**src/ref_clk_regs.svh**
```systemverilog
// register offsets, field positions, reset values and timing counts for reference clock logic
// Notes on behaviour
// - first output: direct clock, or divide by 256
// - second output: same, under its own bit
// - hiz bit 1 tristates output, 0 drives
// - three-bit field picks source line clock
// - first output held low on channel fault
// - second output held low on channel fault
// - fault forces low, never tristate
// - nrz alignment: first bit or last-bit centre
// - rail mode polarity 0: fourth frame bit
// - dejitter buffers add 29.5 line cycles
// - rx aux direction: 0 inputs, 1 outputs
// - rx aux source: separate clock or line
// - tx aux direction: 0 inputs, 1 outputs
// - tx aux source: separate clock or line
// - rx data after fall, sync every 256
// - tx sampled on rise, sync every 256
`ifndef REF_CLK_REGS_SVH
`define REF_CLK_REGS_SVH

`define REG_ADDR_W          13
`define REG_REF_ONE_ADDR    13'h0024
`define REG_REF_TWO_ADDR    13'h0025
`define REG_FRAME_ALIGN_ADDR 13'h000C
`define REG_AUX_CLK_ADDR    13'h0037

`define REF_DIV_BIT         7
`define REF_HIZ_BIT         6
`define REF_HOLD_BIT        5
`define REF_CHAN_MSB        2
`define FRAME_ALIGN_BIT     6
`define AUX_RX_DIR_BIT      0
`define AUX_RX_SRC_BIT      1
`define AUX_TX_DIR_BIT      2
`define AUX_TX_SRC_BIT      3

`define REF_CTRL_RESET      8'h00
`define REF_CTRL_MASK       8'hE7
`define FRAME_ALIGN_RESET   8'h00
`define FRAME_ALIGN_MASK    8'h40
`define AUX_CTRL_RESET      8'h00
`define AUX_CTRL_MASK       8'h0F

// divider counts both line clock edges: 256 cycles are 512 half steps
`define REF_HALF_W          9
`define REF_PULSE_HALF      9'h002
`define DEJITTER_HALF       9'h03B
`define ALIGN_NRZ_POS       9'h000
`define ALIGN_NRZ_NEG       9'h1FF
`define ALIGN_RAIL_POS      9'h006
`define ALIGN_RAIL_NEG      9'h007
`define AUX_FRAME_LAST      8'hFF

`endif

```
**src/ref_clk_pkg.sv**
```systemverilog
// types used by the reference clock frame alignment logic
package ref_clk_pkg;
  // gray ordered: one bit changes between neighbours
  typedef enum logic [1:0] {
    ALIGN_NRZ_POS  = 2'h0,
    ALIGN_NRZ_NEG  = 2'h1,
    ALIGN_RAIL_NEG = 2'h3,
    ALIGN_RAIL_POS = 2'h2
  } align_mode_t;
endpackage : ref_clk_pkg

```
**src/aux_word_fifo.sv**
```systemverilog
// word fifo with registered read stage
`timescale 1ns/1ns
module aux_word_fifo #(
  parameter int WIDTH = 8,
  parameter int DEPTH = 16
) (
  input  wire logic             i_ref_clk,   // system clock
  input  wire logic             i_rst_b,     // async reset, active low
  input  wire logic [WIDTH-1:0] i_wr_data,   // word in
  input  wire logic             i_wr_valid,  // word in valid
  output logic                  o_wr_ready,  // room for a word
  output logic      [WIDTH-1:0] o_rd_data,   // word out, registered
  output logic                  o_rd_valid,  // word out valid
  input  wire logic             i_rd_ready   // drain side takes the word
);
  localparam int AW = $clog2(DEPTH);

  generate
    if (DEPTH < 2 || (1 << AW) != DEPTH || WIDTH < 1)
    begin : g_bad
      $error("aux_word_fifo: depth must be a power of two of at least 2");
    end
  endgenerate

  logic [WIDTH-1:0] mem_r [DEPTH];
  logic [AW-1:0]    wr_ptr_r, wr_ptr_nxt, rd_ptr_r, rd_ptr_nxt;
  logic [AW:0]      cnt_r, cnt_nxt;
  logic [WIDTH-1:0] out_r, out_nxt;
  logic             out_vld_r, out_vld_nxt;
  logic             push, pop;

  assign o_wr_ready = (cnt_r != AW'(0) + (AW+1)'(DEPTH)) ;
  assign o_rd_data  = out_r;
  assign o_rd_valid = out_vld_r;

  always_comb
  begin
    push        = i_wr_valid && o_wr_ready;
    pop         = (cnt_r != '0) && (!out_vld_r || i_rd_ready);
    wr_ptr_nxt  = push ? wr_ptr_r + AW'(1) : wr_ptr_r;
    rd_ptr_nxt  = pop ? rd_ptr_r + AW'(1) : rd_ptr_r;
    cnt_nxt     = cnt_r + (AW+1)'(push) - (AW+1)'(pop);
    out_nxt     = pop ? mem_r[rd_ptr_r] : out_r;
    out_vld_nxt = pop ? 1'b1 : (i_rd_ready ? 1'b0 : out_vld_r);
  end

  always_ff @(posedge i_ref_clk or negedge i_rst_b)
  begin
    if (!i_rst_b)
    begin
      wr_ptr_r  <= '0;
      rd_ptr_r  <= '0;
      cnt_r     <= '0;
      out_r     <= '0;
      out_vld_r <= 1'b0;
    end
    else
    begin
      wr_ptr_r  <= wr_ptr_nxt;
      rd_ptr_r  <= rd_ptr_nxt;
      cnt_r     <= cnt_nxt;
      out_r     <= out_nxt;
      out_vld_r <= out_vld_nxt;
    end
  end

  // storage carries no reset so it maps onto plain ram
  always_ff @(posedge i_ref_clk)
  begin
    if (push)
    begin
      mem_r[wr_ptr_r] <= i_wr_data;
    end
  end
endmodule : aux_word_fifo

```
**src/ref_clock_aux_port_timing.sv**
```systemverilog
// reference clock outputs, auxiliary port clocking and register port
`timescale 1ns/1ns
`include "ref_clk_regs.svh"
module ref_clock_aux_port_timing #(
  parameter int N_CHAN     = 8,
  parameter int FIFO_DEPTH = 16
) (
  input  wire logic                   i_ref_clk,            // 100 MHz system clock
  input  wire logic                   i_rst_b,              // async reset, active low
  input  wire logic                   i_reg_cs,             // register access strobe
  input  wire logic                   i_reg_wr_en,          // 1 write, 0 read
  input  wire logic [`REG_ADDR_W-1:0] i_reg_addr,           // register address
  input  wire logic [7:0]             i_reg_wdata,          // write data
  output logic      [7:0]             o_reg_rdata,          // read data
  output logic                        o_reg_ack,            // access done, pulse
  input  wire logic [N_CHAN-1:0]      i_rx_line_clock,      // per channel line clock
  input  wire logic [N_CHAN-1:0]      i_los,                // per channel loss of signal
  input  wire logic [N_CHAN-1:0]      i_ext_loss_input,     // external loss, high active
  input  wire logic [N_CHAN-1:0]      i_ext_loss_enable,    // external loss honoured
  input  wire logic [N_CHAN-1:0]      i_rail_mode,          // 1 ami/hdb3, 0 nrz
  input  wire logic [N_CHAN-1:0]      i_rx_clock_polarity,  // per channel clock sense
  input  wire logic [N_CHAN-1:0]      i_dejitter_en,        // dejitter buffer on
  input  wire logic [N_CHAN-1:0]      i_frame_start,        // first frame bit marker
  input  wire logic                   i_separate_clock_in,  // separate clock source
  output logic                        o_ref_out_one,        // reference output one
  output logic                        o_ref_out_one_oe_b,   // its enable, low drives
  output logic                        o_ref_out_two,        // reference output two
  output logic                        o_ref_out_two_oe_b,   // its enable, low drives
  input  wire logic                   i_rx_aux_clock,       // rx aux clock pin in
  output logic                        o_rx_aux_clock,       // rx aux clock pin out
  output logic                        o_rx_aux_clock_oe_b,  // low drives
  input  wire logic                   i_rx_aux_sync,        // rx aux sync pin in
  output logic                        o_rx_aux_sync,        // rx aux sync pin out
  output logic                        o_rx_aux_sync_oe_b,   // low drives
  output logic                        o_rx_aux_data,        // rx aux serial data
  input  wire logic                   i_tx_aux_clock,       // tx aux clock pin in
  output logic                        o_tx_aux_clock,       // tx aux clock pin out
  output logic                        o_tx_aux_clock_oe_b,  // low drives
  input  wire logic                   i_tx_aux_sync,        // tx aux sync pin in
  output logic                        o_tx_aux_sync,        // tx aux sync pin out
  output logic                        o_tx_aux_sync_oe_b,   // low drives
  input  wire logic                   i_tx_aux_data,        // tx aux serial data
  input  wire logic [7:0]             i_rx_word,            // byte to send on rx aux
  input  wire logic                   i_rx_word_valid,      // byte valid
  output logic                        o_rx_word_ready,      // fifo has room
  output logic      [7:0]             o_tx_word,            // byte from tx aux
  output logic                        o_tx_word_valid       // byte valid, pulse
);
  generate
    if (N_CHAN < 2 || N_CHAN > 8)
    begin : g_bad
      $error("ref_clock_aux_port_timing: channel select is three bits wide");
    end
  endgenerate

  logic [7:0] ref_one_ctl_r, ref_one_ctl_nxt, ref_two_ctl_r, ref_two_ctl_nxt;
  logic [7:0] align_ctl_r, align_ctl_nxt, aux_ctl_r, aux_ctl_nxt;
  logic [7:0] rdata_r, rdata_nxt;
  logic       ack_r, ack_nxt;
  logic       wr;

  always_comb
  begin
    wr              = i_reg_cs && i_reg_wr_en;
    ref_one_ctl_nxt = ref_one_ctl_r;
    ref_two_ctl_nxt = ref_two_ctl_r;
    align_ctl_nxt   = align_ctl_r;
    aux_ctl_nxt     = aux_ctl_r;
    rdata_nxt       = rdata_r;
    ack_nxt         = i_reg_cs;
    case (i_reg_addr)
      `REG_REF_ONE_ADDR:
      begin
        if (wr) ref_one_ctl_nxt = i_reg_wdata & `REF_CTRL_MASK;
        rdata_nxt = ref_one_ctl_r;
      end
      `REG_REF_TWO_ADDR:
      begin
        if (wr) ref_two_ctl_nxt = i_reg_wdata & `REF_CTRL_MASK;
        rdata_nxt = ref_two_ctl_r;
      end
      `REG_FRAME_ALIGN_ADDR:
      begin
        if (wr) align_ctl_nxt = i_reg_wdata & `FRAME_ALIGN_MASK;
        rdata_nxt = align_ctl_r;
      end
      `REG_AUX_CLK_ADDR:
      begin
        if (wr) aux_ctl_nxt = i_reg_wdata & `AUX_CTRL_MASK;
        rdata_nxt = aux_ctl_r;
      end
      default: rdata_nxt = 8'h00;
    endcase
    if (!i_reg_cs || wr) rdata_nxt = rdata_r;
  end

  always_ff @(posedge i_ref_clk or negedge i_rst_b)
  begin
    if (!i_rst_b)
    begin
      ref_one_ctl_r <= `REF_CTRL_RESET;
      ref_two_ctl_r <= `REF_CTRL_RESET;
      align_ctl_r   <= `FRAME_ALIGN_RESET;
      aux_ctl_r     <= `AUX_CTRL_RESET;
      rdata_r       <= 8'h00;
      ack_r         <= 1'b0;
    end
    else
    begin
      ref_one_ctl_r <= ref_one_ctl_nxt;
      ref_two_ctl_r <= ref_two_ctl_nxt;
      align_ctl_r   <= align_ctl_nxt;
      aux_ctl_r     <= aux_ctl_nxt;
      rdata_r       <= rdata_nxt;
      ack_r         <= ack_nxt;
    end
  end

  assign o_reg_rdata = rdata_r;
  assign o_reg_ack   = ack_r;

  // reference outputs: one generate slice per output
  logic [7:0] ref_ctl [2];
  logic [1:0] ref_out_w, ref_oe_b_w, ref_fault_w, ref_win_w;
  assign ref_ctl[0] = ref_one_ctl_r;
  assign ref_ctl[1] = ref_two_ctl_r;

  for (genvar g = 0; g < 2; g++)
  begin : g_ref
    logic [2:0]                ch;
    logic                      lvl, fault, rise, edge_any;
    ref_clk_pkg::align_mode_t  mode;
    logic [`REF_HALF_W-1:0]    target, hcnt_r, hcnt_nxt;
    logic                      lvl_q_r, out_r, out_nxt, oe_b_r, win;

    assign ch    = ref_ctl[g][`REF_CHAN_MSB:0];
    assign lvl   = i_rx_line_clock[ch];
    assign fault = i_los[ch] | (i_ext_loss_enable[ch] & i_ext_loss_input[ch]);

    always_comb
    begin
      rise     = lvl && !lvl_q_r;
      edge_any = lvl ^ lvl_q_r;
      mode     = ref_clk_pkg::align_mode_t'({i_rail_mode[ch], i_rx_clock_polarity[ch]});
      case (mode)
        ref_clk_pkg::ALIGN_NRZ_POS:  target = `ALIGN_NRZ_POS;
        ref_clk_pkg::ALIGN_NRZ_NEG:  target = `ALIGN_NRZ_NEG;
        ref_clk_pkg::ALIGN_RAIL_POS: target = `ALIGN_RAIL_POS;
        ref_clk_pkg::ALIGN_RAIL_NEG: target = `ALIGN_RAIL_NEG;
        default:                     target = `ALIGN_NRZ_POS;
      endcase
      if (!align_ctl_r[`FRAME_ALIGN_BIT]) target = `ALIGN_NRZ_POS;
      if (i_dejitter_en[ch]) target = target + `DEJITTER_HALF;
      hcnt_nxt = hcnt_r;
      if (rise && i_frame_start[ch]) hcnt_nxt = '0;
      else if (edge_any) hcnt_nxt = hcnt_r + `REF_HALF_W'(1);
      win      = (hcnt_nxt - target) < `REF_PULSE_HALF;
      // fault only pulls the level low; the enable stays with the hiz bit
      if (ref_ctl[g][`REF_HOLD_BIT] && fault) out_nxt = 1'b0;
      else if (ref_ctl[g][`REF_DIV_BIT]) out_nxt = win;
      else out_nxt = lvl;
    end

    always_ff @(posedge i_ref_clk or negedge i_rst_b)
    begin
      if (!i_rst_b)
      begin
        lvl_q_r <= 1'b0;
        hcnt_r  <= '0;
        out_r   <= 1'b0;
        oe_b_r  <= 1'b0;
      end
      else
      begin
        lvl_q_r <= lvl;
        hcnt_r  <= hcnt_nxt;
        out_r   <= out_nxt;
        oe_b_r  <= ref_ctl[g][`REF_HIZ_BIT];
      end
    end

    assign ref_out_w[g]   = out_r;
    assign ref_oe_b_w[g]  = oe_b_r;
    assign ref_fault_w[g] = fault;
    assign ref_win_w[g]   = win;
  end

  assign o_ref_out_one      = ref_out_w[0];
  assign o_ref_out_one_oe_b = ref_oe_b_w[0];
  assign o_ref_out_two      = ref_out_w[1];
  assign o_ref_out_two_oe_b = ref_oe_b_w[1];

  // auxiliary port clocking; pin levels are sampled edges of i_ref_clk
  logic       rx_dir, rx_src, tx_dir, tx_src, line_one;
  logic       rx_gen_r, rx_q_r, rx_lvl, rx_rise, rx_fall, rx_sync_r, rx_sync_nxt;
  logic       tx_gen_r, tx_q_r, tx_lvl, tx_rise, tx_fall, tx_sync_r, tx_sync_nxt;
  logic [7:0] rx_cnt_r, rx_cnt_nxt, rx_sh_r, rx_sh_nxt, tx_cnt_r, tx_cnt_nxt;
  logic [7:0] tx_sh_r, tx_sh_nxt, tx_word_r, tx_word_nxt, fifo_data;
  logic       rx_dat_r, rx_dat_nxt, tx_vld_r, tx_vld_nxt, fifo_vld, fifo_pop;

  assign rx_dir   = aux_ctl_r[`AUX_RX_DIR_BIT];
  assign rx_src   = aux_ctl_r[`AUX_RX_SRC_BIT];
  assign tx_dir   = aux_ctl_r[`AUX_TX_DIR_BIT];
  assign tx_src   = aux_ctl_r[`AUX_TX_SRC_BIT];
  assign line_one = i_rx_line_clock[ref_one_ctl_r[`REF_CHAN_MSB:0]];

  aux_word_fifo #(.WIDTH(8), .DEPTH(FIFO_DEPTH)) u_rx_fifo (
    .i_ref_clk  (i_ref_clk),
    .i_rst_b    (i_rst_b),
    .i_wr_data  (i_rx_word),
    .i_wr_valid (i_rx_word_valid),
    .o_wr_ready (o_rx_word_ready),
    .o_rd_data  (fifo_data),
    .o_rd_valid (fifo_vld),
    .i_rd_ready (fifo_pop)
  );

  always_comb
  begin
    rx_lvl      = rx_dir ? rx_gen_r : i_rx_aux_clock;
    rx_rise     = rx_lvl && !rx_q_r;
    rx_fall     = !rx_lvl && rx_q_r;
    rx_cnt_nxt  = rx_cnt_r;
    rx_sh_nxt   = rx_sh_r;
    rx_dat_nxt  = rx_dat_r;
    rx_sync_nxt = rx_sync_r;
    fifo_pop    = 1'b0;
    // slave sync taken on the rise; the first bit goes out on the next fall
    if (!rx_dir && rx_rise && i_rx_aux_sync) rx_cnt_nxt = `AUX_FRAME_LAST;
    if (rx_fall)
    begin
      rx_cnt_nxt  = rx_cnt_r + 8'h01;
      rx_sync_nxt = (rx_cnt_nxt == 8'h00);
      if (rx_cnt_nxt[2:0] == 3'h0)
      begin
        // an empty fifo sends an idle zero byte rather than stalling the line
        fifo_pop   = 1'b1;
        rx_sh_nxt  = fifo_vld ? {fifo_data[6:0], 1'b0} : 8'h00;
        rx_dat_nxt = fifo_vld & fifo_data[7];
      end
      else
      begin
        rx_sh_nxt  = {rx_sh_r[6:0], 1'b0};
        rx_dat_nxt = rx_sh_r[7];
      end
    end
  end

  always_comb
  begin
    tx_lvl      = tx_dir ? tx_gen_r : i_tx_aux_clock;
    tx_rise     = tx_lvl && !tx_q_r;
    tx_fall     = !tx_lvl && tx_q_r;
    tx_cnt_nxt  = tx_cnt_r;
    tx_sh_nxt   = tx_sh_r;
    tx_word_nxt = tx_word_r;
    tx_vld_nxt  = 1'b0;
    tx_sync_nxt = tx_sync_r;
    if (tx_fall) tx_sync_nxt = (tx_cnt_r == `AUX_FRAME_LAST);
    if (tx_rise)
    begin
      tx_cnt_nxt = (!tx_dir && i_tx_aux_sync) ? 8'h00 : tx_cnt_r + 8'h01;
      tx_sh_nxt  = {tx_sh_r[6:0], i_tx_aux_data};
      if (tx_cnt_nxt[2:0] == 3'h7)
      begin
        tx_word_nxt = tx_sh_nxt;
        tx_vld_nxt  = 1'b1;
      end
    end
  end

  always_ff @(posedge i_ref_clk or negedge i_rst_b)
  begin
    if (!i_rst_b)
    begin
      rx_gen_r  <= 1'b0;
      rx_q_r    <= 1'b0;
      rx_cnt_r  <= 8'h00;
      rx_sh_r   <= 8'h00;
      rx_dat_r  <= 1'b0;
      rx_sync_r <= 1'b0;
      tx_gen_r  <= 1'b0;
      tx_q_r    <= 1'b0;
      tx_cnt_r  <= 8'h00;
      tx_sh_r   <= 8'h00;
      tx_word_r <= 8'h00;
      tx_vld_r  <= 1'b0;
      tx_sync_r <= 1'b0;
    end
    else
    begin
      rx_gen_r  <= rx_src ? i_separate_clock_in : line_one;
      rx_q_r    <= rx_lvl;
      rx_cnt_r  <= rx_cnt_nxt;
      rx_sh_r   <= rx_sh_nxt;
      rx_dat_r  <= rx_dat_nxt;
      rx_sync_r <= rx_sync_nxt;
      tx_gen_r  <= tx_src ? i_separate_clock_in : line_one;
      tx_q_r    <= tx_lvl;
      tx_cnt_r  <= tx_cnt_nxt;
      tx_sh_r   <= tx_sh_nxt;
      tx_word_r <= tx_word_nxt;
      tx_vld_r  <= tx_vld_nxt;
      tx_sync_r <= tx_sync_nxt;
    end
  end

  assign o_rx_aux_clock      = rx_gen_r;
  assign o_rx_aux_clock_oe_b = !rx_dir;
  assign o_rx_aux_sync       = rx_sync_r;
  assign o_rx_aux_sync_oe_b  = !rx_dir;
  assign o_rx_aux_data       = rx_dat_r;
  assign o_tx_aux_clock      = tx_gen_r;
  assign o_tx_aux_clock_oe_b = !tx_dir;
  assign o_tx_aux_sync       = tx_sync_r;
  assign o_tx_aux_sync_oe_b  = !tx_dir;
  assign o_tx_word           = tx_word_r;
  assign o_tx_word_valid     = tx_vld_r;
endmodule : ref_clock_aux_port_timing

```
**config.mk**
```make
export PLATFORM = sky130hd
export DESIGN_NAME = ref_clock_aux_port_timing
export DESIGN_NICKNAME = d
export VERILOG_FILES = /design/src/ref_clk_pkg.sv /design/src/aux_word_fifo.sv /design/src/ref_clock_aux_port_timing.sv
export VERILOG_INCLUDE_DIRS = /design/src
export SDC_FILE = /design/constraint.sdc
export NUM_CORES = 1
export LEC_CHECK = 0
export BUFFER_PORTS_ARGS = -buffer_cell sky130_fd_sc_hd__buf_2
export CAP_MARGIN = 40
export CELL_PAD_IN_SITES_DETAIL_PLACEMENT = 0
export CELL_PAD_IN_SITES_GLOBAL_PLACEMENT = 1
export CORE_MARGIN = 3
export CORE_UTILIZATION = 40
export DETAILED_ROUTE_END_ITERATION = 6
export PLACE_DENSITY = 0.77
export SYNTH_ARGS = -nofsm -noshare
export SYNTH_HDL_FRONTEND = slang
export SYNTH_HIERARCHICAL = 1
export SYNTH_SLANG_ARGS = --single-unit
```
**constraint.sdc**
```tcl
create_clock -name i_ref_clk -period 5.05 [get_ports i_ref_clk]
set_clock_uncertainty 0.15 [all_clocks]
set_input_delay 1.01 -clock i_ref_clk [delete_from_list [all_inputs] [get_ports i_ref_clk]]
set_output_delay 1.01 -clock i_ref_clk [all_outputs]
set_load 0.005 [all_outputs]
```
# ---- Yosys cells after proc, flatten, opt, wreduce, memory -nomap -nowiden
# Memory sizes are Yosys's and may differ from the RTL's. A register that Yosys moved wholly into a read port is not among the register bits.
# Index checks and enable logic that the tools add are counted.
dict set report word_totals {
  ff_bits 111
  mem_bits_rw 128
  out_inout_bits 32
  n_memories 1
}
dict set report op_classes {
  add_sub_neg 12
  order_cmp 4
  eq_ne 13
  muxes 65
  n_bitwise 7
  n_reduce_logical 41
}
# memory words width read_ports rd_clocked_by_memory_dff wr line
set mem_list {}
lappend mem_list {u_rx_fifo.mem_r 16 8 1 1 1 aux_word_fifo.sv:25} ;# logic [WIDTH-1:0] mem_r [DEPTH];
# cell count
set ops {}
lappend ops {{9-bit 2-to-1 mux} 8}
lappend ops {{9-bit case mux with 4 select lines} 2}
lappend ops {{1-bit binary-select mux with 3-bit select} 16}
lappend ops {{8-bit 2-to-1 mux} 5}
lappend ops {{13-bit by 6-bit equality test with 1-bit output (second input constant)} 3}
lappend ops {{1-bit 2-to-1 mux} 33}
lappend ops {{8-bit case mux with 4 select lines} 1}
lappend ops {{9-bit by 1-bit adder with 9-bit output (second input constant)} 2}
lappend ops {{9-bit by 6-bit adder with 9-bit output (second input constant)} 2}
lappend ops {{9-bit by 2-bit < comparator with 1-bit output (second input constant)} 2}
lappend ops {{9-bit subtractor} 2}
lappend ops {{8-bit by 1-bit adder with 8-bit output (second input constant)} 2}
lappend ops {{1-bit logical AND} 16}
lappend ops {{13-bit by 4-bit equality test with 1-bit output (second input constant)} 1}
lappend ops {{1-bit logical NOT} 11}
lappend ops {{2-bit AND reduction} 5}
lappend ops {{4-bit by 1-bit adder with 4-bit output (second input constant)} 2}
lappend ops {{2-bit equality test (second input constant)} 4}
lappend ops {{8-bit equality test (second input constant)} 1}
lappend ops {{8-bit logical NOT} 1}
lappend ops {{3-bit by 4-bit < comparator with 1-bit output (second input constant)} 2}
lappend ops {{5-bit by 1-bit adder with 5-bit output} 1}
lappend ops {{5-bit inequality test (second input constant)} 1}
lappend ops {{5-bit nonzero test} 1}
lappend ops {{other kinds (10)} 18}

# ---- Logic depth before layout (Yosys ltp)
# Gate-level depths: netlist of run 1.
dict set report depth {
  depth_word 11
  depth_mapped 18
  depth_no_buf 16
}

# ---- Modules after synthesis
# Netlist of run 1, hierarchy kept.
# module instances cells_each area_each_um2
set by_module_without_submodules {}
lappend by_module_without_submodules {ref_clock_aux_port_timing 1 606 6035.8}
lappend by_module_without_submodules {aux_word_fifo 1 307 5975.7}

# ---- Worst setup path after synthesis of run 1
# Ideal clock, no wire load.
dict set report synth_path {
  kind {input-to-reg}
  from {input port i_rx_line_clock[7]}
  to {register g_ref[1].out_r, in the netlist o_ref_out_two}
  arrival_time_ns 4.490
  required_ns 4.778
  path_slack_ns 0.288
  path_stages 14
  n_path_buf 0
  cell_sequence {mux4_2 mux2_2 ha_1 xor2_1 nor2_1 or2_2 fa_1 a21o_1 a21oi_1 o21ai_0 a311o_1 and3_1 o2111a_1 a32o_1}
}
dict set report synth_between {
  elab_chain_len 9
  elab_cells_between_ends 11
}
# element line
set synth_lines {}
lappend synth_lines {{start: declaration} ref_clock_aux_port_timing.sv:16} ;# input wire logic [N_CHAN-1:0] i_rx_line_clock,
lappend synth_lines {{1-bit binary-select mux with 3-bit select *} ref_clock_aux_port_timing.sv:137} ;# assign lvl = i_rx_line_clock[ch];
lappend synth_lines {{1-bit 2-to-1 mux (implied by the code) *} ref_clock_aux_port_timing.sv:137}
lappend synth_lines {{via g_ref[1].lvl} ref_clock_aux_port_timing.sv:131} ;# logic lvl, fault, rise, edge_any;
lappend synth_lines {{1-bit XOR / 1-bit logical AND (equally long branches)} {ref_clock_aux_port_timing.sv:143, ref_clock_aux_port_timing.sv:142}}
lappend synth_lines {{9-bit 2-to-1 mux / 1-bit logical AND (equally long branches)} {ref_clock_aux_port_timing.sv:156, ref_clock_aux_port_timing.sv:155}}
lappend synth_lines {{9-bit 2-to-1 mux *} ref_clock_aux_port_timing.sv:155} ;# if (rise && i_frame_start[ch]) hcnt_nxt = '0;
lappend synth_lines {{via g_ref[1].hcnt_nxt[0]} ref_clock_aux_port_timing.sv:133} ;# logic [`REF_HALF_W-1:0] target, hcnt_r, hcnt_nxt;
lappend synth_lines {{9-bit subtractor *} ref_clock_aux_port_timing.sv:157} ;# win = (hcnt_nxt - target) < `REF_PULSE_HALF;
lappend synth_lines {{9-bit by 2-bit < comparator with 1-bit output (no line) *} n/a}
lappend synth_lines {{1-bit 2-to-1 mux *} ref_clock_aux_port_timing.sv:160} ;# else if (ref_ctl[g][`REF_DIV_BIT]) out_nxt = win;
lappend synth_lines {{1-bit 2-to-1 mux *} ref_clock_aux_port_timing.sv:159} ;# if (ref_ctl[g][`REF_HOLD_BIT] && fault) out_nxt = 1'b0;
lappend synth_lines {{via g_ref[1].out_nxt} ref_clock_aux_port_timing.sv:134} ;# logic lvl_q_r, out_r, out_nxt, oe_b_r, win;
lappend synth_lines {{end signal: assignment} ref_clock_aux_port_timing.sv:177} ;# out_r <= out_nxt;
lappend synth_lines {{end: declaration} ref_clock_aux_port_timing.sv:134}
# The timed path passes the listed nets; every way through them passes the cells marked *. The select of a mux whose other input is x is not followed.
# A chain may end at the register's enable or synchronous reset.

# ---- Final worst setup path of run 1
dict set report layout_path {
  from {input port i_rx_line_clock[3]}
  to {register g_ref[1].out_r, in the netlist o_ref_out_two}
}
# Same word-level chain as after synthesis.

==> flow_summary.yaml, run 1 <==
status:
  outcome: "finished, final reports clean"
route:
  routedWlPerCell_um: 17.5
  via_per_inst: 5.31
  remaining_drc_errors: 0
  routed_wl_um: 25500
  routed-via-count: 7735
  drt-pass1-iter-count: 5
  drtAntennaViolNets: 0
  dr.first_iter.drc_count: 482
critical_path:
  critPathSlowestCell: "mux4_2"
  worstPathArrival_ns: 4.81
  crit_buf_inv: 1
  slowest_delay_ns: 0.47
  crit_chain: "buf_2 -> mux4_2 -> mux2_2 -> ha_1 -> xor2_1 -> nor2_1 -> or2_2 -> fa_1 -> a21o_1 -> a21oi_1 -> o21ai_0 -> a311o_1 -> and3_1 -> o2111a_1 -> a32o_1"
  cp_data_required_time_ns: 5.32
  path_max_fanout: 5
  critPathKind: "input port to flop"
  start_kind: "input port"
  cp-end-kind: "flop"
  critical_path.top_delay_family: "compound AO/OA/AOI/OAI gates"
power_and_ir_drop:
  seq_power_share: 0.439
  pwr-share-clk: 0.306
  leakage_nw: 5.78
  switchingPower_w: 0.00188
  power.total_w: 0.00620
  p_comb_frac: 0.254
  internal-power_w: 0.00432
  sw_frac_of_total: 0.303
  vdd_drop_max_v: 0.000292
  power_density_nw_per_um2: 443
synth:
  ys_warn_count: 6
  synth_ff_type: "edfxtp_1"
  synthArstFlopShare: 0.478
  synth-edff-count: 128
  ys_ff_latch: 245
  synth_cell_types: 67
  synthesis.nets: 1058
  ys_seq_area_frac: 0.564
  syn_avg_cell_area_um2: 13.2
  syn_area_um2: 12000
  syn_inst: 913
cells_and_area:
  stdcell_area_um2: 14000
  area_delta_synth_final_pct: 16.6
  n_antenna_cell: 0
  final_util: 0.480
  nNetsFinal: 1199
  layout_common_cells: "buf_2, edfxtp_1, dfrtp_1, nand2_1"
  layout_commonest_cell: "buf_2"
  final_layout_size_suffix_gt1_frac: 0.264
  nFillCells: 2651
clocking:
  post_cts.repair.setup_buffers: 0
  cts_hold_buf: 0
  cts_resized: 0
  cts-root-buf: "clkbuf_16"
  cts_made_buffers: 26
  cts_tree: "built"
  clk_path_buf_depth: 3
  cts-htree-levels: 1
  clock-sinks: 245
  path_clk_slew_ns: 0.06
  clk_latency_ns: 0.54
timing:
  layout_setup_ws_ns: 0.507
  layout_min_cycle_time_ns: 4.54
  finalCritPeriodShare: 0.900
  worstMarginPinSlew_ns: 0.859
  relSlewSlack: 0.425
  rsz0062_at_grt: "false"
  whs_ns: 0.250
  hold_viol: 0
  max_freq_mhz: 220
  drv_slew: 0
  setup_violations: 0
place:
  dp_hpwl_um: 18600
  port_buffers: 133
  dpl_worst_slack_ns: -0.0359
  placed_cell_area_um2: 13100
  place_congestion: 0.867
grt:
  globalRoute.totalOverflow: 0
  grt_pass1_wl_um: 41300
  grt_pass1_vias: 7875
  antenna_found_initial: 0
  grt_max_degree: 50
  grt_use_total: 0.161
die:
  fp-row-count: 62
  core_um2: 29200
  die_y_um: 179
  die_w_um: 179
  ioPinCount: 136
  die_area_um2: 32100
  initial_utilization: 0.412
job:
  drv_cap: 0
min_path:
  worstHoldPathType: "flop to flop"
power groups by stage:
stage | Clock, W | Sequential [W] | Combinational [W]
2_1_floorplan | 0 | 0.00263 | 0.00125
3_3_place_gp | 0 | 0.00277 | 0.00152
3_5_place_dp | 0 | 0.00276 | 0.00160
4_1_cts | 0.00195 | 0.00273 | 0.00160
5_1_grt | 0.00204 | 0.00278 | 0.00178
6_report | 0.00190 | 0.00272 | 0.00158
cell usage after synthesis, types with 17 or more instances:
cell type  number  share of area
mux2i_1        21          0.017
ha_1           38          0.040
nor2_1         46          0.014
mux2_2         21          0.020
dfrtp_1       117           0.24
mux4_2         53          0.099
edfxtp_1      128           0.32
o21ai_0        53          0.022
a21o_1         17          0.011
inv_1          39          0.012
clkbuf_1       20         0.0062
nand2_1       101          0.032
a21oi_1        27          0.011
cell families after synthesis:
family                   share of synthesized area
buffers and inverters                       0.0292
AO/OA/AOI/OAI                               0.0860
AND/OR/NAND/NOR                              0.103
other                                     0.000312
flip-flops                                   0.564
adder cells (fa/ha/maj)                     0.0446
multiplexers                                 0.146
XOR/XNOR                                    0.0271
through the flow:
| stage | setup TNS (ns) | instances |
|---|---|---|
| floorplan | 0 | 913 |
| global placement | 0 | 1409 |
| detailed placement | -0.0359 | 1410 |
| CTS | 0 | 1457 |
| global route | 0 | 1457 |
| finish | 0 | 1457 |
registers in the layout, indices dropped and copies added (netlist names), 5 cells and up:
register             cells
o_reg_rdata              7
u_rx_fifo/mem_r        128
u_rx_fifo/cnt_r          5
tx_cnt_r                 8
rx_cnt_r                 8
ref_two_ctl_r            6
o_tx_word                8
ref_one_ctl_r            6
u_rx_fifo/o_rd_data      8
rx_sh_r                  7
tx_sh_r                  7
g_ref.hcnt_r            18
final timing paths:
kind / end / cells after the start / slack, ns / startpoint
hold / removal: o_ref_out_two_oe_b / 0 / 0.25 / ref_two_ctl_r[6]
setup reg to reg: o_ref_out_two / 15 / 0.51 / ref_two_ctl_r[1]
hold reg to reg: o_ref_out_two_oe_b / 0 / 0.25 / ref_two_ctl_r[6]
min in group asynchronous: o_reg_ack / 1 / 0.35 / i_rst_b
max in group asynchronous: u_rx_fifo/rd_ptr_r[0] / 2 / 3.40 / i_rst_b
setup / recovery: o_ref_out_two / 15 / 0.51 / i_rx_line_clock[3]
area by class of cell:
type	count	area (um^2)	share of cell area
Clock inverter	12	128	0.00911
Sequential cell	245	6770	0.484
Clock buffer	35	744	0.0532
Multi-Input combinational cell	588	4890	0.349
Inverter	40	150	0.0107
Timing Repair Buffer	153	838	0.0599
Tap cell	384	480	0.0343
per-layer routing:
layer	global-route usage	vias up	routed length, um
met5	0	-	0
met4	0.0322	0	428
met3	0.0246	30	1180
met2	0.274	167	12600
met1	0.220	3851	11300
li1	-	3687	-
worst reg2reg max path, delay by kind of cell, from the launching register on:
family          cells  cell delay, ns
compound gates      9            2.02
mux                 1            0.52
buf+inv             2            0.37
fa+ha+maj           2            0.60
flops               1            0.59
simple gates        1            0.17
No activity file was read; power rests on OpenSTA's default activity.
==> run 2, diff against run 1 <==
Settings changed: PLACE_DENSITY 0.77 to unset, PLACE_DENSITY_LB_ADDON set to 0.1.
==> run 2 against run 1 <==
- routed wire length is 2.5% higher
- flip-flop and latch count stayed put
- count of clock-buffer cells in the layout is 2 lower
- first-iteration DRC count is 16% lower
- design area is 0.16% lower
- critical endpoint unchanged
==> flow_summary.yaml, run 2 (synthesis gave the netlist of run 1 again) <==
status:
  outcome: "finished, final reports clean"
timing:
  drv_slew: 0
  worstMarginPinSlew_ns: 0.844
  whs_ns: 0.243
  relSlewSlack: 0.435
  rsz0062_at_grt: "false"
  finalCritPeriodShare: 0.902
  setup_violations: 0
  max_freq_mhz: 220
  layout_min_cycle_time_ns: 4.56
  tns_ns: 0
  hold_viol: 0
job:
  drv_cap: 0
cells_and_area:
  largest_reg_flops: 128
  reg.largest.list: "u_rx_fifo/mem_r (128), g_ref.hcnt_r (18)"
  n_antenna_cell: 0
  final_cells: 1458
  final_layout_size_suffix_gt1_frac: 0.259
  nNetsFinal: 1201
  layout_common_cells: "buf_2, edfxtp_1, dfrtp_1, nand2_1"
  layout_commonest_cell: "buf_2"
  largest_register: "u_rx_fifo/mem_r"
  nFillCells: 2646
  area_delta_synth_final_pct: 16.4
clocking:
  cts_hold_buf: 0
  path_clk_slew_ns: 0.06
  cts-htree-levels: 1
  clock-sinks: 245
  cts_resized: 0
  cts_tree: "built"
  clk_path_buf_depth: 3
  clk_latency_ns: 0.53
  cts-root-buf: "clkbuf_16"
  cts_made_buffers: 26
  post_cts.repair.setup_buffers: 0
route:
  routed-via-count: 7552
  via_per_inst: 5.18
  routed_wl_um: 26100
  dr.first_iter.drc_count: 406
  drtAntennaViolNets: 0
  routedWlPerCell_um: 17.9
  remaining_drc_errors: 0
  drt-pass1-iter-count: 4
critical_path:
  start_kind: "flop"
  worstPathArrival_ns: 4.82
  cp-end-kind: "flop"
  slowest_delay_ns: 0.70
  critPathKind: "flop to flop"
  critical_path.top_delay_family: "compound AO/OA/AOI/OAI gates"
  crit_chain: "mux4_2 -> mux2_2 -> ha_1 -> xor2_1 -> nor2_1 -> or2_2 -> fa_1 -> a21o_1 -> a21oi_1 -> o21ai_0 -> a311o_1 -> and3_1 -> o2111a_1 -> a32o_1"
  cp_data_required_time_ns: 5.31
  path_max_fanout: 10
  critPathSlowestCell: "dfrtp_1"
  crit_buf_inv: 0
die:
  initial_utilization: 0.412
  die_y_um: 179
  ioPinCount: 136
  die_area_um2: 32100
  fp-row-count: 62
  die_w_um: 179
  core_um2: 29200
grt:
  grt_pass1_vias: 7480
  globalRoute.totalOverflow: 0
  grt_max_degree: 42
  grt_pass1_wl_um: 41700
  antenna_found_initial: 0
  grt_use_total: 0.166
power_and_ir_drop:
  seq_power_share: 0.442
  switchingPower_w: 0.00182
  leakage_nw: 5.78
  power_density_nw_per_um2: 441
  internal-power_w: 0.00434
  sw_frac_of_total: 0.295
  vdd_drop_max_v: 0.000321
  pwr-share-clk: 0.302
  p_comb_frac: 0.256
place:
  place_congestion: 0.747
  port_buffers: 133
  dp_hpwl_um: 19100
  placed_cells_incl_taps: 1412
min_path:
  worstHoldPathType: "flop to flop"
-- run 2: path summary, 6_finish.rpt --
path                                          to  cells past startpoint  slack [ns]             start
max in group asynchronous  u_rx_fifo/rd_ptr_r[0]                      2        3.46           i_rst_b
hold / removal                o_ref_out_one_oe_b                      0        0.24  ref_one_ctl_r[6]
setup reg to reg                   o_ref_out_two                     14        0.49  ref_two_ctl_r[1]
hold reg to reg               o_ref_out_one_oe_b                      0        0.24  ref_one_ctl_r[6]
min in group asynchronous  u_rx_fifo/wr_ptr_r[2]                      1        0.32           i_rst_b
setup / recovery                   o_ref_out_two                     14        0.49  ref_two_ctl_r[1]
-- run 2: layer usage --
layer	up-vias	wire, um	global-route usage
li1	3696	-	-
met1	3704	12400	0.244
met2	122	12400	0.265
met3	30	1000	0.0227
met4	0	392	0.0319
met5	-	0	0
-- run 2: per-stage QoR --
step | power [W] | cell area [um^2] | setup slack [ns] | util
6_report | 0.00616 | 14000 | 0.495 | 0.479
3_5_place_dp | 0.00437 | 13100 | 0.0523 | 0.451
3_3_place_gp | 0.00434 | 13100 | 0.0604 | 0.450
5_1_grt | 0.00659 | 14000 | 0.220 | 0.479
2_1_floorplan | 0.00388 | 12000 | 0.288 | -
4_1_cts | 0.00626 | 14000 | 0.471 | 0.479
-- run 2: final cells by class --
cell class                 count  area [um^2]  area share
clock buffer                  33          687      0.0491
clock inverter                13          148      0.0106
inverter                      40          150      0.0107
multi-input combinational    588         4890       0.350
sequential                   245         6770       0.484
tap                          384          480      0.0344
timing repair buffer         155          853      0.0610
-- run 2: power by group through the flow --
stage / logic, W / clock network [W] / registers (W)
floorplan: 0.00125 / 0 / 0.00263
global placement: 0.00156 / 0 / 0.00277
detailed placement: 0.00161 / 0 / 0.00276
CTS: 0.00161 / 0.00193 / 0.00273
global route: 0.00179 / 0.00202 / 0.00278
finish: 0.00158 / 0.00186 / 0.00272
-- run 2: worst reg2reg max path, cell delays in order, from the launching register on --
cell      delay [ns]
dfrtp_1         0.70
mux4_2          0.39
mux2_2          0.32
ha_1            0.37
xor2_1          0.18
nor2_1          0.07
or2_2           0.32
fa_1            0.41
a21o_1          0.21
a21oi_1         0.19
o21ai_0         0.11
a311o_1         0.37
and3_1          0.17
o2111a_1        0.24
a32o_1          0.25
==> run 3, diff against run 2 <==
--- a/config.mk
+++ b/config.mk
@@ -7,5 +7,5 @@
 export NUM_CORES = 1
 export LEC_CHECK = 0
-export BUFFER_PORTS_ARGS = -buffer_cell sky130_fd_sc_hd__buf_2
+export BUFFER_PORTS_ARGS = -buffer_cell sky130_fd_sc_hd__buf_4
 export CAP_MARGIN = 40
 export CELL_PAD_IN_SITES_DETAIL_PLACEMENT = 0
--- a/constraint.sdc
+++ b/constraint.sdc
@@ -3,3 +3,3 @@
 set_input_delay 1.01 -clock i_ref_clk [delete_from_list [all_inputs] [get_ports i_ref_clk]]
 set_output_delay 1.01 -clock i_ref_clk [all_outputs]
-set_load 0.005 [all_outputs]
+set_load 0.02 [all_outputs]
==> run 3 against run 2 <==
- combinational power grew 11%
- clock power grew 8%
- setup slack gained 0.078 ns
- total power grew 4.3%
- sequential power shrank 1%
- flip-flop and latch count is the same
- final cell count grew 0.48%
- via count grew 1.5%
- register-to-register slack gained 0.11 ns
- count of clock-buffer cells in the layout shrank 1
==> flow_summary.yaml, run 3 (synthesis gave the netlist of run 1 again) <==
status:
  outcome: "finished, final reports clean"
cells_and_area:
  nFillCells: 2620
  final_layout_size_suffix_gt1_frac: 0.266
  layout_common_cells: "buf_4, edfxtp_1, dfrtp_1, nand2_1"
  nNetsFinal: 1205
  area_delta_synth_final_pct: 20.2
  largest_reg_flops: 128
  reg.largest.list: "u_rx_fifo/mem_r (128), g_ref.hcnt_r (18)"
  layout_commonest_cell: "buf_4"
  largest_register: "u_rx_fifo/mem_r"
  n_antenna_cell: 0
clocking:
  clk_path_buf_depth: 3
  path_clk_slew_ns: 0.06
  cts_resized: 0
  post_cts.repair.setup_buffers: 0
  cts-htree-levels: 1
  cts_tree: "built"
  clk_latency_ns: 0.53
  cts_made_buffers: 27
  cts-root-buf: "clkbuf_16"
  cts_hold_buf: 0
  clock-sinks: 245
power_and_ir_drop:
  power_density_nw_per_um2: 446
  power.total_w: 0.00643
  leakage_nw: 5.93
  vdd_drop_max_v: 0.000330
critical_path:
  crit_buf_inv: 1
  start_kind: "input port"
  slowest_delay_ns: 0.45
  critPathKind: "input port to flop"
  worstPathArrival_ns: 4.75
  cp_data_required_time_ns: 5.32
  r2r_setup_slack_ns: 0.60
  critPathSlowestCell: "mux4_2"
  critical_path.top_delay_family: "compound AO/OA/AOI/OAI gates"
  crit_chain: "buf_4 -> mux4_2 -> mux2_2 -> ha_1 -> xor2_1 -> nor2_1 -> or2_2 -> fa_1 -> a21o_1 -> a21oi_1 -> o21ai_0 -> a311o_1 -> and3_1 -> o2111a_1 -> a32o_1"
  path_max_fanout: 5
  cp-end-kind: "flop"
grt:
  grt_pass1_wl_um: 42100
  globalRoute.totalOverflow: 0
  grt_max_degree: 51
  antenna_found_initial: 1
  grt_pass1_vias: 7584
  grt_use_total: 0.167
route:
  via_per_inst: 5.23
  drt-pass1-iter-count: 4
  remaining_drc_errors: 0
  routedWlPerCell_um: 18.4
  drtAntennaViolNets: 0
  routed-via-count: 7662
  routed_wl_um: 27000
  dr.first_iter.drc_count: 458
timing:
  hold_viol: 0
  worstMarginPinSlew_ns: 0.855
  relSlewSlack: 0.428
  layout_min_cycle_time_ns: 4.48
  rsz0062_at_grt: "false"
  finalCritPeriodShare: 0.887
  tns_ns: 0
  drv_slew: 0
  setup_violations: 0
  max_freq_mhz: 223
die:
  ioPinCount: 136
  initial_utilization: 0.412
  core_um2: 29200
  fp-row-count: 62
  die_area_um2: 32100
  die_w_um: 179
  die_y_um: 179
place:
  dp_hpwl_um: 19400
  place_congestion: 0.757
  port_buffers: 133
min_path:
  worstHoldPathType: "flop to flop"
job:
  drv_cap: 0
-- run 3: cell types whose count changed in the layout (fill, tap and decap cells not counted), sizes merged --
cell      before  now
bufinv         3    4
clkinvlp       0    3
clkbuf        33   32
inv           39   40
buf          155  158
-- run 3: area by class of cell --
| type | instances | area, um^2 | area share |
|---|---|---|---|
| sequential | 245 | 6770 | 0.469 |
| timing repair buffer | 158 | 1220 | 0.0844 |
| clock buffer | 32 | 704 | 0.0488 |
| multi-input combinational | 588 | 4890 | 0.339 |
| tap | 384 | 480 | 0.0333 |
| inverter | 40 | 150 | 0.0104 |
| clock inverter | 18 | 218 | 0.0151 |
-- run 3: stage by stage --
stage          utilization  cells  setup WS (ns)  hold WS, ns  cell area [um^2]
2_1_floorplan            -    913          0.288        0.218             12000
3_3_place_gp         0.461   1412         0.0240        0.239             13500
3_5_place_dp         0.463   1415         0.0321        0.245             13500
4_1_cts              0.495   1465          0.570        0.258             14400
5_1_grt              0.495   1465          0.417        0.274             14400
6_report             0.495   1465          0.572        0.254             14400
-- run 3: final timing paths --
kind | from | to | cells after the start
setup / recovery | i_rx_line_clock[3] | o_ref_out_two | 15
max in group asynchronous | i_rst_b | ref_two_ctl_r[2] | 2
hold reg to reg | ref_two_ctl_r[6] | o_ref_out_two_oe_b | 0
min in group asynchronous | i_rst_b | rx_cnt_r[6] | 1
setup reg to reg | ref_two_ctl_r[0] | o_ref_out_two | 14
hold / removal | ref_two_ctl_r[6] | o_ref_out_two_oe_b | 0
-- run 3: worst reg2reg max path, stage by stage, from the launching register on --
cell and delay (ns):
dfrtp_1 0.48, mux4_2 0.54, mux2_2 0.30, ha_1 0.39, xor2_1 0.19, nor2_1 0.06
or2_2 0.31, fa_1 0.38, a21o_1 0.21, a21oi_1 0.18, o21ai_0 0.11, a311o_1 0.38
and3_1 0.17, o2111a_1 0.24, a32o_1 0.25
-- run 3: metal layers --
| metal | track usage | vias up | part of all wire | wire (um) |
|---|---|---|---|---|
| met4 | 0.0313 | 0 | 0.015 | 403 |
| met2 | 0.277 | 138 | 0.48 | 13100 |
| met5 | 0 | - | 0 | 0 |
| met1 | 0.238 | 3800 | 0.46 | 12500 |
| li1 | - | 3696 | - | - |
| met3 | 0.0205 | 28 | 0.036 | 968 |
-- run 3: power breakdown --
| group | leakage [nW] | internal [W] | switching, W |
|---|---|---|---|
| sequential | 2.64 | 0.00244 | 0.000240 |
| clock | 0.446 | 0.00121 | 0.000790 |
| combinational | 2.84 | 0.000853 | 0.000895 |
